### src/inc/frmtm_pkg.sv
`default_nettype none
package frmtm_pkg;
	localparam int unsigned REG_WIDTH = 64;
	localparam int unsigned FIELD_WIDTH = 8;
	localparam int unsigned FIELDS_PER_REG = 8;
	localparam int unsigned NUM_FIXED_REGS = 11;
	localparam int unsigned INDEX_WIDTH = 4;
	localparam int unsigned PADDR_WIDTH = 52;

	// Register indices presented on the model-specific register port
	localparam logic [3:0] IDX_FIXED_64K_BLOCK_0 = 4'h0;
	localparam logic [3:0] IDX_FIXED_16K_BLOCK_0 = 4'h1;
	localparam logic [3:0] IDX_FIXED_16K_BLOCK_1 = 4'h2;
	localparam logic [3:0] IDX_FIXED_4K_BLOCK_0 = 4'h3;
	localparam logic [3:0] IDX_FIXED_4K_BLOCK_7 = 4'hA;

	localparam logic [63:0] FIXED_REG_RESET = 64'h0000000000000000;
	localparam logic [63:0] READ_FAULT_DATA = 64'h0000000000000000;

	// Type field layout
	localparam int unsigned TYPE_CODE_LSB = 0;
	localparam int unsigned TYPE_CODE_MSB = 2;
	localparam int unsigned WRITE_TO_MEM_BIT = 3;
	localparam int unsigned READ_TO_MEM_BIT = 4;

	// Address decode of the lowest megabyte
	localparam int unsigned FIXED_TOP_BIT = 20;
	localparam logic [1:0] REGION_16K_SEL = 2'h2;
	localparam logic [1:0] REGION_4K_SEL = 2'h3;

	typedef enum logic [2:0] {
		FRMTM_UNCACHEABLE = 3'h0,
		FRMTM_WRITE_COMBINING = 3'h1,
		FRMTM_RESERVED_2 = 3'h2,
		FRMTM_RESERVED_3 = 3'h3,
		FRMTM_WRITETHROUGH = 3'h4,
		FRMTM_WRITE_PROTECT = 3'h5,
		FRMTM_WRITEBACK = 3'h6,
		FRMTM_RESERVED_7 = 3'h7
	} frmtm_type_t;

	typedef enum logic [1:0] {
		FRMTM_SRC_DISABLED = 2'h0,
		FRMTM_SRC_FIXED = 2'h1,
		FRMTM_SRC_VARIABLE = 2'h2,
		FRMTM_SRC_DEFAULT = 2'h3
	} frmtm_src_t;

	typedef struct packed {
		logic cacheable;
		logic write_combine_ok;
		logic speculative_ok;
		logic read_miss_alloc;
		logic write_miss_alloc;
		logic write_hit_to_memory;
		logic write_hit_invalidate;
		logic alloc_modified_ok;
		logic type_invalid;
	} frmtm_attr_t;

	typedef struct packed {
		logic read_to_memory_flag;
		logic write_to_memory_flag;
		logic io_range;
	} frmtm_ext_t;
endpackage : frmtm_pkg
`default_nettype wire

### src/frmtm_top.sv
// Operation
// - Memory type comes from bits 2..0 of a type field in both encodings.
// - Extended encoding: bits 7..5 reserved, bit 4 read flag, bit 3 write flag.
// - Only fixed registers honour extended encoding; variable ones use standard.
// - Standard type values apply unless extended encoding is explicitly enabled.
// - Code zero is uncacheable, no write combining, no speculative access.
// - Code four allocates on read miss only; write hits update cache and memory.
// - Code five allocates on read miss; writes go to memory; write hits invalidate.
// - Code six read miss may allocate any state; write miss allocates modified.
// - Mechanism disabled makes all memory uncacheable regardless of cache disable.
// - Only addresses given a cacheable type by the registers are cached.
// - Fixed ranges cover only the lowest megabyte; variable ranges anywhere.
// - Addresses no range covers take the software-selected default type.
// - Each register is 64 bits, read and written by the msr instructions.
// - Eight byte fields per register; byte zero types the lowest sub-range.
// - The lowest megabyte splits into 88 ranges, each with its own field.
// - Lowest 512 Kbytes: eight 64-Kbyte ranges in one register.
// - Next 256 Kbytes: sixteen 16-Kbyte ranges in two registers.
// - Top 256 Kbytes: sixty-four 4-Kbyte ranges in eight registers.
// - Extended encoding lets a fixed register act as an I/O range register.
`timescale 1ns/1ps
`default_nettype none
module frmtm_top (
	input wire logic CORE_CLK_IN,
	input wire logic RESET_N_IN,
	// Model-specific register port
	input wire logic MSR_WRITE_IN,
	input wire logic MSR_READ_IN,
	input wire logic [frmtm_pkg::INDEX_WIDTH-1:0] MSR_INDEX_IN,
	input wire logic [frmtm_pkg::REG_WIDTH-1:0] MSR_WDATA_IN,
	output logic [frmtm_pkg::REG_WIDTH-1:0] MSR_RDATA_OUT,
	output logic MSR_ACK_OUT,
	output logic MSR_FAULT_OUT,
	// Controls held elsewhere in the core
	input wire logic RANGE_TYPING_EN_IN,
	input wire logic FIXED_RANGE_EN_IN,
	input wire logic EXT_TYPE_EN_IN,
	input wire logic GLOBAL_CACHE_DISABLE_IN,
	input wire logic [frmtm_pkg::FIELD_WIDTH-1:0] DEFAULT_TYPE_IN,
	// Result of the variable-range match done outside this block
	input wire logic VAR_RANGE_HIT_IN,
	input wire logic [frmtm_pkg::FIELD_WIDTH-1:0] VAR_RANGE_TYPE_IN,
	// Lookup
	input wire logic LOOKUP_VALID_IN,
	input wire logic [frmtm_pkg::PADDR_WIDTH-1:0] LOOKUP_ADDR_IN,
	output logic LOOKUP_VALID_OUT,
	output logic [2:0] MEM_TYPE_OUT,
	output logic [1:0] TYPE_SOURCE_OUT,
	output logic [8:0] ATTR_OUT,
	output logic [2:0] EXT_OUT
);

	logic [frmtm_pkg::REG_WIDTH-1:0] fixed_q [frmtm_pkg::NUM_FIXED_REGS];
	logic index_ok;
	logic [3:0] sel_reg;
	logic [2:0] sel_field;
	logic in_low_mb;
	logic [7:0] fixed_field;
	logic [7:0] chosen_field;
	logic ext_active;
	frmtm_pkg::frmtm_src_t src;
	frmtm_pkg::frmtm_type_t code;
	frmtm_pkg::frmtm_attr_t attr;
	frmtm_pkg::frmtm_ext_t ext;
	logic [frmtm_pkg::REG_WIDTH-1:0] rdata_d;

	assign index_ok = (MSR_INDEX_IN <= frmtm_pkg::IDX_FIXED_4K_BLOCK_7);

	// Storage: each fixed register kept whole so software reads back what it wrote
	genvar gi;
	generate
		for (gi = 0; gi < frmtm_pkg::NUM_FIXED_REGS; gi++) begin : g_fixed
			always_ff @(posedge CORE_CLK_IN or negedge RESET_N_IN) begin
				if (!RESET_N_IN) begin
					fixed_q[gi] <= frmtm_pkg::FIXED_REG_RESET;
				end else if (MSR_WRITE_IN && MSR_INDEX_IN == 4'(gi)) begin
					fixed_q[gi] <= MSR_WDATA_IN;
				end
			end
		end
	endgenerate

	always_comb begin
		rdata_d = frmtm_pkg::READ_FAULT_DATA;
		if (index_ok) begin
			rdata_d = fixed_q[MSR_INDEX_IN];
		end
	end

	// Read data and acknowledge; unmapped indices fault and read as zero
	always_ff @(posedge CORE_CLK_IN or negedge RESET_N_IN) begin
		if (!RESET_N_IN) begin
			MSR_RDATA_OUT <= frmtm_pkg::READ_FAULT_DATA;
		end else if (MSR_READ_IN) begin
			MSR_RDATA_OUT <= rdata_d;
		end
	end

	// Every strobe is answered, mapped or not, so software never waits forever
	always_ff @(posedge CORE_CLK_IN or negedge RESET_N_IN) begin
		if (!RESET_N_IN) begin
			MSR_ACK_OUT <= 1'b0;
		end else begin
			MSR_ACK_OUT <= MSR_READ_IN | MSR_WRITE_IN;
		end
	end

	always_ff @(posedge CORE_CLK_IN or negedge RESET_N_IN) begin
		if (!RESET_N_IN) begin
			MSR_FAULT_OUT <= 1'b0;
		end else begin
			MSR_FAULT_OUT <= (MSR_READ_IN | MSR_WRITE_IN) & ~index_ok;
		end
	end

	// Region decode of the lowest megabyte
	assign in_low_mb = ~|LOOKUP_ADDR_IN[frmtm_pkg::PADDR_WIDTH-1:frmtm_pkg::FIXED_TOP_BIT];

	always_comb begin
		sel_reg = frmtm_pkg::IDX_FIXED_64K_BLOCK_0;
		sel_field = LOOKUP_ADDR_IN[18:16];
		if (LOOKUP_ADDR_IN[19:18] == frmtm_pkg::REGION_16K_SEL) begin
			sel_reg = frmtm_pkg::IDX_FIXED_16K_BLOCK_0 + {3'h0, LOOKUP_ADDR_IN[17]};
			sel_field = LOOKUP_ADDR_IN[16:14];
		end else if (LOOKUP_ADDR_IN[19:18] == frmtm_pkg::REGION_4K_SEL) begin
			sel_reg = frmtm_pkg::IDX_FIXED_4K_BLOCK_0 + {1'b0, LOOKUP_ADDR_IN[17:15]};
			sel_field = LOOKUP_ADDR_IN[14:12];
		end
	end

	// Byte zero types the lowest sub-range, each field its own range
	assign fixed_field = fixed_q[sel_reg][{sel_field, 3'h0} +: frmtm_pkg::FIELD_WIDTH];

	// Source priority: disabled, fixed, variable, default
	always_comb begin
		if (!RANGE_TYPING_EN_IN) begin
			src = frmtm_pkg::FRMTM_SRC_DISABLED;
		end else if (FIXED_RANGE_EN_IN && in_low_mb) begin
			src = frmtm_pkg::FRMTM_SRC_FIXED;
		end else if (VAR_RANGE_HIT_IN) begin
			src = frmtm_pkg::FRMTM_SRC_VARIABLE;
		end else begin
			src = frmtm_pkg::FRMTM_SRC_DEFAULT;
		end
	end

	// Disabled source reads as an all-zero field, which decodes as uncacheable
	always_comb begin
		case (src)
			frmtm_pkg::FRMTM_SRC_FIXED: begin
				chosen_field = fixed_field;
			end
			frmtm_pkg::FRMTM_SRC_VARIABLE: begin
				chosen_field = VAR_RANGE_TYPE_IN;
			end
			frmtm_pkg::FRMTM_SRC_DEFAULT: begin
				chosen_field = DEFAULT_TYPE_IN;
			end
			default: begin
				chosen_field = 8'h00;
			end
		endcase
	end

	// Type code always from the low three bits, reserved upper bits ignored
	assign code = frmtm_pkg::frmtm_type_t'(chosen_field[frmtm_pkg::TYPE_CODE_MSB:frmtm_pkg::TYPE_CODE_LSB]);

	// Flags exist only for fixed fields with the extension switched on
	assign ext_active = EXT_TYPE_EN_IN && (src == frmtm_pkg::FRMTM_SRC_FIXED);

	always_comb begin
		ext.read_to_memory_flag = ext_active & chosen_field[frmtm_pkg::READ_TO_MEM_BIT];
		ext.write_to_memory_flag = ext_active & chosen_field[frmtm_pkg::WRITE_TO_MEM_BIT];
		ext.io_range = ext.read_to_memory_flag | ext.write_to_memory_flag;
	end

	always_comb begin
		attr = '0;
		// Every field spelled out per type so a missing bit stands out in reading
		case (code)
			frmtm_pkg::FRMTM_UNCACHEABLE: begin
				attr.cacheable = 1'b0;
				attr.write_combine_ok = 1'b0;
				attr.speculative_ok = 1'b0;
				attr.read_miss_alloc = 1'b0;
				attr.write_miss_alloc = 1'b0;
				attr.write_hit_to_memory = 1'b0;
				attr.write_hit_invalidate = 1'b0;
				attr.alloc_modified_ok = 1'b0;
				attr.type_invalid = 1'b0;
			end
			frmtm_pkg::FRMTM_WRITE_COMBINING: begin
				attr.cacheable = 1'b0;
				attr.write_combine_ok = 1'b1;
				attr.speculative_ok = 1'b1;
				attr.read_miss_alloc = 1'b0;
				attr.write_miss_alloc = 1'b0;
				attr.write_hit_to_memory = 1'b0;
				attr.write_hit_invalidate = 1'b0;
				attr.alloc_modified_ok = 1'b0;
				attr.type_invalid = 1'b0;
			end
			frmtm_pkg::FRMTM_WRITETHROUGH: begin
				attr.cacheable = 1'b1;
				attr.write_combine_ok = 1'b0;
				attr.speculative_ok = 1'b1;
				attr.read_miss_alloc = 1'b1;
				attr.write_miss_alloc = 1'b0;
				attr.write_hit_to_memory = 1'b1;
				attr.write_hit_invalidate = 1'b0;
				attr.alloc_modified_ok = 1'b0;
				attr.type_invalid = 1'b0;
			end
			frmtm_pkg::FRMTM_WRITE_PROTECT: begin
				attr.cacheable = 1'b1;
				attr.write_combine_ok = 1'b0;
				attr.speculative_ok = 1'b1;
				attr.read_miss_alloc = 1'b1;
				attr.write_miss_alloc = 1'b0;
				attr.write_hit_to_memory = 1'b1;
				attr.write_hit_invalidate = 1'b1;
				attr.alloc_modified_ok = 1'b0;
				attr.type_invalid = 1'b0;
			end
			frmtm_pkg::FRMTM_WRITEBACK: begin
				attr.cacheable = 1'b1;
				attr.write_combine_ok = 1'b0;
				attr.speculative_ok = 1'b1;
				attr.read_miss_alloc = 1'b1;
				attr.write_miss_alloc = 1'b1;
				attr.write_hit_to_memory = 1'b0;
				attr.write_hit_invalidate = 1'b0;
				attr.alloc_modified_ok = 1'b1;
				attr.type_invalid = 1'b0;
			end
			default: begin
				// Reserved codes are flagged and never cached
				attr.cacheable = 1'b0;
				attr.write_combine_ok = 1'b0;
				attr.speculative_ok = 1'b0;
				attr.read_miss_alloc = 1'b0;
				attr.write_miss_alloc = 1'b0;
				attr.write_hit_to_memory = 1'b0;
				attr.write_hit_invalidate = 1'b0;
				attr.alloc_modified_ok = 1'b0;
				attr.type_invalid = 1'b1;
			end
		endcase
		// Cache disable only removes caching; it never grants it
		if (GLOBAL_CACHE_DISABLE_IN) begin
			attr.cacheable = 1'b0;
			attr.read_miss_alloc = 1'b0;
			attr.write_miss_alloc = 1'b0;
			attr.alloc_modified_ok = 1'b0;
		end
	end

	// Registered answer, one cycle after the lookup is presented
	always_ff @(posedge CORE_CLK_IN or negedge RESET_N_IN) begin
		if (!RESET_N_IN) begin
			LOOKUP_VALID_OUT <= 1'b0;
		end else begin
			LOOKUP_VALID_OUT <= LOOKUP_VALID_IN;
		end
	end

	// Answers hold between lookups so a slow consumer can still read them
	always_ff @(posedge CORE_CLK_IN or negedge RESET_N_IN) begin
		if (!RESET_N_IN) begin
			MEM_TYPE_OUT <= 3'h0;
		end else if (LOOKUP_VALID_IN) begin
			MEM_TYPE_OUT <= code;
		end
	end

	always_ff @(posedge CORE_CLK_IN or negedge RESET_N_IN) begin
		if (!RESET_N_IN) begin
			TYPE_SOURCE_OUT <= 2'h0;
		end else if (LOOKUP_VALID_IN) begin
			TYPE_SOURCE_OUT <= src;
		end
	end

	always_ff @(posedge CORE_CLK_IN or negedge RESET_N_IN) begin
		if (!RESET_N_IN) begin
			ATTR_OUT <= 9'h000;
		end else if (LOOKUP_VALID_IN) begin
			ATTR_OUT <= attr;
		end
	end

	always_ff @(posedge CORE_CLK_IN or negedge RESET_N_IN) begin
		if (!RESET_N_IN) begin
			EXT_OUT <= 3'h0;
		end else if (LOOKUP_VALID_IN) begin
			EXT_OUT <= ext;
		end
	end

endmodule : frmtm_top
`default_nettype wire
### config.mk
export PLATFORM = sky130hd
export DESIGN_NAME = frmtm_top
export DESIGN_NICKNAME = d
export VERILOG_FILES = /design/src/inc/frmtm_pkg.sv /design/src/frmtm_top.sv
export SDC_FILE = /design/constraint.sdc
export NUM_CORES = 1
export LEC_CHECK = 0
export BUFFER_PORTS_ARGS = -buffer_cell sky130_fd_sc_hd__buf_2
export CORE_MARGIN = 2
export CORE_UTILIZATION = 35
export CTS_BUF_LIST = sky130_fd_sc_hd__clkbuf_8
export DETAILED_ROUTE_END_ITERATION = 8
export GPL_TIMING_DRIVEN = 0
export SLEW_MARGIN = 20
export SYNTH_ARGS = -nofsm -noshare
export SYNTH_HDL_FRONTEND = slang
export SYNTH_SLANG_ARGS = --single-unit
### constraint.sdc
create_clock -name CORE_CLK_IN -period 3 [get_ports CORE_CLK_IN]
set_clock_uncertainty 0.15 [all_clocks]
set_input_delay 0.15 -clock CORE_CLK_IN [delete_from_list [all_inputs] [get_ports CORE_CLK_IN]]
set_output_delay 0.15 -clock CORE_CLK_IN [all_outputs]
set_load 0.02 [all_outputs]
==> impl_results.md, run 1 <==
* Cell Chain, Critical Path: buf_2 > clkbuf_1 > clkbuf_2 > clkdlybuf4s15_2 > clkdlybuf4s15_2 > mux4_2 > a21oi_1 > o22ai_1
* Count leader, synth: dfrtp_1
* Compound-Gate Fraction of Synth Area at 8.44%
* Hpwl dp at 105 mm
* Worst Setup End Kind: flop
* Power Total at 32.3 mW
* R2R cell count at 9
* Die Width at 340 µm
* GPL Wtd Cong at 1.06
* Largest family of logic cells by synthesized area: multiplexers
* Slew Limit Fails at 0
* Cells after Synth at 3133
* Bufs and invs on worst path at 5
* Number of synthesized flops with an enable pin at 0
* Num CTS Buffers at 138
* Drt initial violations at 3303
* Top cells by area, synth: dfrtp_1, mux2_2, mux4_2
* Startpoint Class: primary input
* Critical path fanouts, max at 10
* Layout cell share with drive strength beyond 1 at 39.3%
* Fin cells at 5260
* Port bufs at 204
* Synth Register Bits at 786
* Total core area at about 0.11 mm²
* Max Clk Rate at between 0.3 and 0.4 GHz
* CP dominant cell by count: clkdlybuf4s15_2
* Grt ovf at 0
* Setup slack after layout at -0.0661 ns
* CTS sink count at around 790
* Mapped cell area at 0.0394 mm²
* Via/cell ratio at between 5 and 6
* Synth top area share at approximately 50%
* WHS at between 0.05 and 0.06 ns
* Worst Hold Class: in2reg
* Number of routed nets with antenna violations at 0
* Netlist cell types at 79
* Starting Density at 35.2%
* Period utilization at 102%
* CTS max path bufs at 3
* Syn nets at 3280
* Worst slew pin tran at 1.30 ns
* Mean Syn Cell Area at 12.6 µm²
* Largest net degree at the start of global routing at 127
* Most used DFF post-synth: dfrtp_1
* Synth top cells by count: dfrtp_1, mux2_2, clkbuf_1, nand2_1, mux4_2
* Delay-heaviest family, CP: buffers and inverters
* DP Area at 0.0427 mm²
* Placed cells at a little under 5000
* I/O pins at 230
* CTS H-Tree Depth at 4
* Die area at between 0.1 and 0.15 mm²
* Drt total wl at 155 mm
* Fin nets at 3794
* Crit-path max cell delay at 0.66 ns
* Critical path depth at 8
* Sequential element share of the synthesized area at 49.9%
* Area grow syn2layout at 21.2%
* Critical-path top delay cell: clkdlybuf4s15_2
* Area share of xor/xnor cells in the synthesized design at less than 1%
* Placement Rows at approximately 120
* Mux contribution to synthesized area at 32.0%
* Crit path required time at ~3.5 ns
* Violated checks: setup timing
* Max VDD drop at 0.283 mV
* Worst EP arrival at 3.57 ns
* TritonCTS clock tree: done
* Total GRT Usage at about a quarter
* Slew HR at 13.0%
* Reg clk slew, reported paths at 0.06 ns
* Worst Hold Depth at 3
* Clk Latency, worst-skew pair at 0.83 ns
* Simple-gate portion of the synthesized area at 5.62%
* Pleak at 20.5 nW
* Initial antenna violation count at 9
* Total number of vias at about 30000
* Height of the die at 340 µm
* Post-Route Utilization at 42.6%
* Final Hold Fails at 0
* Drt wl/cell at 29.5 µm
* Final min period at 3.07 ns
* Finished Cell Area at about 0.048 mm²
* Outcome: complete, but fails checks
* Ys Warns at 0
* Max Cap Viol at 0
* Setup CP Type: in2reg
* Post-route DRC violation count at 0
* Power density cells at 676 mW/mm²
* Ys async rst share at 100%
* Setup violators final at 9
* Clock Tree Root: clkbuf_8
* Yosys top cell by area: dfrtp_1
* First-pass GRT wire length at between 200 and 250 mm
* Adder-cell share of the synthesized area at less than 1%
* Number of global-route vias before repair at 30501
* First-pass DRT Iterations at 6
## sequential cells by signal, indices dropped and copies added (netlist names)
name and cells:
MSR_ACK_OUT 1, fixed_q 704, MSR_RDATA_OUT 64, MSR_FAULT_OUT 1, ATTR_OUT 7, TYPE_SOURCE_OUT 2
MEM_TYPE_OUT 3, LOOKUP_VALID_OUT 1, EXT_OUT 3
## layout by cell type (no fill, tap or decap), types with 7 or more instances in the layout
cell	synthesis	layout
a21oi_1	128	120
a22oi_1	10	9
buf_4	8	29
clkinv_2	0	15
inv_1	72	113
nand2b_1	9	7
clkbuf_4	0	10
and3_1	22	22
buf_2	36	220
nand4_1	9	9
o221ai_1	20	19
nand3_1	76	75
a221oi_1	24	21
dlygate4sd3_1	0	150
nor2_1	132	126
a211oi_1	68	65
nand2_1	183	181
clkbuf_1	224	193
mux2_2	717	717
a31oi_1	14	12
buf_6	4	24
clkbuf_2	1	22
dfrtp_1	786	784
nor4_1	8	8
a32oi_1	7	7
o21ai_0	59	57
o22ai_1	70	68
nor2b_1	7	7
mux4_2	150	150
buf_16	0	8
mux2i_1	115	113
a311oi_1	30	25
buf_1	35	8
o211ai_1	8	8
clkbuf_8	0	176
## tightest hold or removal path, delay by kind of cell
family	cells	cell delay [ns]
buffers and inverters	2	0.68
muxes	1	0.16
## cell type report
type,count,area (µm²)
diodes,5,12.5
plain buffers,306,1620
clock buffers,174,2390
clock inverters,74,470
fillers,10644,64300
inverters,72,270
multi-input cells,1966,18500
flip-flops and latches,786,19700
well taps,1500,1880
repair buffers,377,2910
## power by group
part	leakage (nW)	internal (mW)	switching, mW
sequential	9.72	13.0	1.72
combinational	9.15	3.76	3.53
clock	1.62	5.46	4.86
total	20.5	22.2	10.1
## cell families after synthesis
kind of cell	Yosys count
compound gates	492
xor+xnor	2
fa+ha+maj	1
buf+inv	381
flops	786
mux	983
simple gates	488
## stage by stage
stage | worst slack [ns] | setup TNS [ns]
final | -0.0661 | -0.304
after floorplan | 0.00120 | 0
after global placement | -15.83 | -
after CTS | 0.0000389 | 0
after detailed placement | -2.66 | -446.46
after global routing | -0.0149 | -0.0432
## repair_timing
item | 4_1_cts | 5_1_grt
pin swaps | 5 | 11
endpoints found under the hold margin | 1164 | 0
buffers inserted | 5 | 4
hold buffers | 151 | 0
gates resized for setup | 145 | 65
endpoints found under the setup margin | 93 | 29
## per-layer routing
layer	vias up	global-route usage [%]	wire (µm)
met4	6	14.0	8340
met2	1725	38.7	67200
li1	12697	-	-
met5	-	0	34
met1	15937	35.7	63100
met3	377	7.52	16400
## final timing paths
path                                           end  slack (ns)                from
worst min register to register  TYPE_SOURCE_OUT[1]        0.33  TYPE_SOURCE_OUT[1]
worst max-delay path             MSR_RDATA_OUT[50]       -0.07     MSR_INDEX_IN[1]
min in group asynchronous             fixed_q[215]        0.38          RESET_N_IN
worst min-delay path                   fixed_q[17]        0.05    MSR_WDATA_IN[17]
worst max register to register         ATTR_OUT[7]        0.04         fixed_q[56]
max in group asynchronous             fixed_q[572]        0.66          RESET_N_IN
(Power assumes the default switching activity.)
==> run 2, diff against run 1 <==
--- a/config.mk
+++ b/config.mk
@@ -11,7 +11,6 @@
 export CTS_BUF_LIST = sky130_fd_sc_hd__clkbuf_8
 export DETAILED_ROUTE_END_ITERATION = 8
 export GPL_TIMING_DRIVEN = 0
-export SLEW_MARGIN = 20
 export SYNTH_ARGS = -nofsm -noshare
 export SYNTH_HDL_FRONTEND = slang
 export SYNTH_SLANG_ARGS = --single-unit
==> constraint.sdc (replaced) <==
create_clock -name CORE_CLK_IN -period 2.91 [get_ports CORE_CLK_IN]
set_clock_uncertainty 0.15 [all_clocks]
set_input_delay 0.1455 -clock CORE_CLK_IN [delete_from_list [all_inputs] [get_ports CORE_CLK_IN]]
set_output_delay 0.1455 -clock CORE_CLK_IN [all_outputs]
set_load 0.02 [all_outputs]
==> impl_results.md, run 2 (synthesized netlist as in run 1, its figures left out) <==
* FF-to-FF End: ATTR_OUT[0]
* Starting Density at 35.2% (unchanged)
* Max VDD drop at 0.288 mV (+1.7%)
* Drt wl/cell at 29.6 µm (+0.40%)
* Critical register-to-register path startpoint: fixed_q[56]
* Critical path startpoint: LOOKUP_ADDR_IN[16]
* Max Clk Rate at between 0.3 and 0.4 GHz
* Setup slack after layout at -0.0668 ns (-0.000700 ns)
* Critical path fanouts, max at 10 (unchanged)
* Die area at 0.115 mm² (unchanged)
* RSZ-0062 raised after global routing: yes
* Num CTS Buffers at 136 (-1.4%)
* Crit-path max cell delay at 0.46 ns (-0.20 ns)
* Via/cell ratio at 5.86 (+0.27%)
* Power density cells at 687 mW/mm² (+1.6%)
* Filler cells at 10700 (+0.53%)
* Met2 wire length at 67.3 mm (+0.11%)
* Slew HR at 8.79% (-4.2 points)
* Post-route DRC violation count at 0 (unchanged)
* Placed cells at 4848 (-0.041%)
* R2R cell count at 9 (unchanged)
* Number of global-route vias before repair at 30883 (+1.3%)
* Biggest regs: fixed_q (704), MSR_RDATA_OUT (64), ATTR_OUT (7)
* Slew Limit Fails at 0 (unchanged)
* Crit path required time at 3.46 ns (-0.05 ns)
* Violated checks: setup timing
* Worst slew pin tran at 1.37 ns (+0.0636 ns)
* Critical-path top delay cell: clkbuf_4
* DP Area at 0.0427 mm² (about the same)
* Number of routed nets with antenna violations at 0 (unchanged)
* Biggest register: fixed_q
* Initial antenna violation count at 15 (+6)
* Worst Hold Depth at 3 (unchanged)
* Port bufs at 204 (unchanged)
* CTS H-Tree Depth at 4 (unchanged)
* Grt ovf at 0 (unchanged)
* I/O pins at 230 (unchanged)
* Met3 routed WL at 16.5 mm (+0.69%)
* DR top layer: met5
* Worst Hold Class: in2reg
* GPL Wtd Cong at 1.05 (-1.4%)
* Setup CP Type: in2reg
* Outcome: complete, but fails checks
* Max Cap Viol at 0 (unchanged)
* Worst setup path end: ATTR_OUT[4]
* Area grow syn2layout at 21.2% (about the same)
* First-pass GRT wire length at 224 mm (+1.2%)
* Reg clk slew, reported paths at 0.06 ns (about the same)
* Drt total wl at 156 mm (+0.45%)
* Critical path depth at 15 (+7)
* Pleak at 20.5 nW (about the same)
* Total GRT Usage at 26.8% (+0.33 points)
* Total number of vias at 30843 (+0.33%)
* Clock Tree Root: clkbuf_8
* Most frequent cells in the layout: dfrtp_1, mux2_2, buf_2, clkbuf_1, nand2_1
* Clk Latency, worst-skew pair at 0.85 ns (+0.02 ns)
* First-pass DRT Iterations at 8 (+2)
* Fin cells at 5263 (+0.057%)
* Final min period at 2.98 ns
* Layout cell share with drive strength beyond 1 at 39.1% (-0.17 points)
* Routed met1 length at 63.6 mm (+0.79%)
* Fin nets at 3809 (+0.40%)
* Setup violators final at 23 (+14)
* Die Width at 340 µm (unchanged)
* Drt initial violations at 3285 (-0.54%)
* Bufs and invs on worst path at 5 (unchanged)
* Worst EP arrival at 3.53 ns (-0.04 ns)
* Post-Route Utilization at 42.6% (about the same)
* Startpoint Class: primary input
* Final Hold Fails at 0 (unchanged)
* Height of the die at 340 µm (unchanged)
* Delay-heaviest family, CP: compound AO/OA/AOI/OAI gates
* Cell Chain, Critical Path: clkbuf_4 > buf_8 > inv_2 > ha_4 > and3b_1 > o21ai_1 > clkbuf_4 > nand3_1 > a311oi_2 > or4_4 > o41ai_2 > buf_4 > o21ai_1 > nor2_1 > a32o_1
* Post-route setup TNS at -0.579 ns (-0.276 ns)
* TritonCTS clock tree: done
* CTS sink count at 786 (unchanged)
* Flop2flop setup slack at -0.07 ns (-0.11 ns)
* Hpwl dp at 105 mm (+0.18%)
* Largest net degree at the start of global routing at 116 (-8.7%)
* Period utilization at 102%
* Placement Rows at 123 (unchanged)
* CTS max path bufs at 3 (unchanged)
* Finished Cell Area at 0.0478 mm² (about the same)
* Total core area at 0.112 mm² (unchanged)
* Number of flip-flops under the largest register name at 704 (unchanged)
* Worst Setup End Kind: flop
* Leading cell type in the layout, fill and taps excluded: dfrtp_1
run 2: changes by cell type in the layout (fill, tap and decap cells not counted), sizes merged:
cell	before	now
buf	299	306
clkbuf	401	397
clkdlybuf4s15	7	6
clkdlybuf4s18	0	1
clkinv	20	6
diode	5	4
dlygate4sd3	150	154
inv	119	130
run 2: power by group:
group / switching, mW / total, mW / internal [mW]
Combinational: 3.65 / 7.55 / 3.90
Clock: 4.83 / 10.1 / 5.29
Sequential: 1.77 / 15.1 / 13.4
run 2: layout make-up:
cell class                      count  area [µm²]  share of cell area, %
Sequential cell                   786       19700                   41.2
Clock inverter                     71         400                  0.838
Multi-Input combinational cell   1966       18500                   38.8
Clock buffer                      164        2260                   4.73
Antenna cell                        4        10.0                 0.0210
Tap cell                         1500        1880                   3.93
Timing Repair Buffer              394        3090                   6.47
Inverter                           72         270                  0.566
Buffer                            306        1650                   3.45
run 2: metal layers:
layer / global-route usage, % / vias up
li1: - / 12714
met1: 36.0 / 16014
met2: 39.4 / 1702
met3: 7.90 / 401
met4: 13.4 / 12
met5: 0 / -
run 2: per-stage QoR:
step / hold slack [ns] / setup WS (ns) / power (mW)
after floorplan: -0.300 / 0.0148 / 19.6
after global placement: 0.190 / -16.03 / 22.0
after detailed placement: 0.0789 / -3.23 / 22.3
after CTS: 0.00353 / -0.0281 / 32.7
after global routing: 0.0284 / -0.0984 / 34.2
final: 0.0282 / -0.0668 / 32.8
run 2: timing repair:
| action | 4_1_cts | 5_1_grt |
|---|---|---|
| pin swaps | 12 | 18 |
| endpoints found under the setup margin | 246 | 104 |
| setup buffers | 14 | 10 |
| resized for setup | 173 | 71 |
| endpoints found under the hold margin | 998 | 0 |
| hold buffers | 154 | 0 |
run 2: worst min-delay path, cell delays in order:
cell and delay, ns:
dlygate4sd3_1 0.52, buf_2 0.16, mux2_2 0.15
run 2: worst min path at each step:
stage,from,to,slack [ns]
3_3_place_gp,LOOKUP_VALID_IN,LOOKUP_VALID_OUT,0.19
6_report,MSR_WDATA_IN[16],fixed_q[16],0.03
4_1_cts,MSR_WDATA_IN[49],fixed_q[49],0.004
5_1_grt,MSR_WDATA_IN[49],fixed_q[49],0.03
3_5_place_dp,RESET_N_IN,MSR_RDATA_OUT[16],0.08
2_1_floorplan,RESET_N_IN,ATTR_OUT[0],-0.30
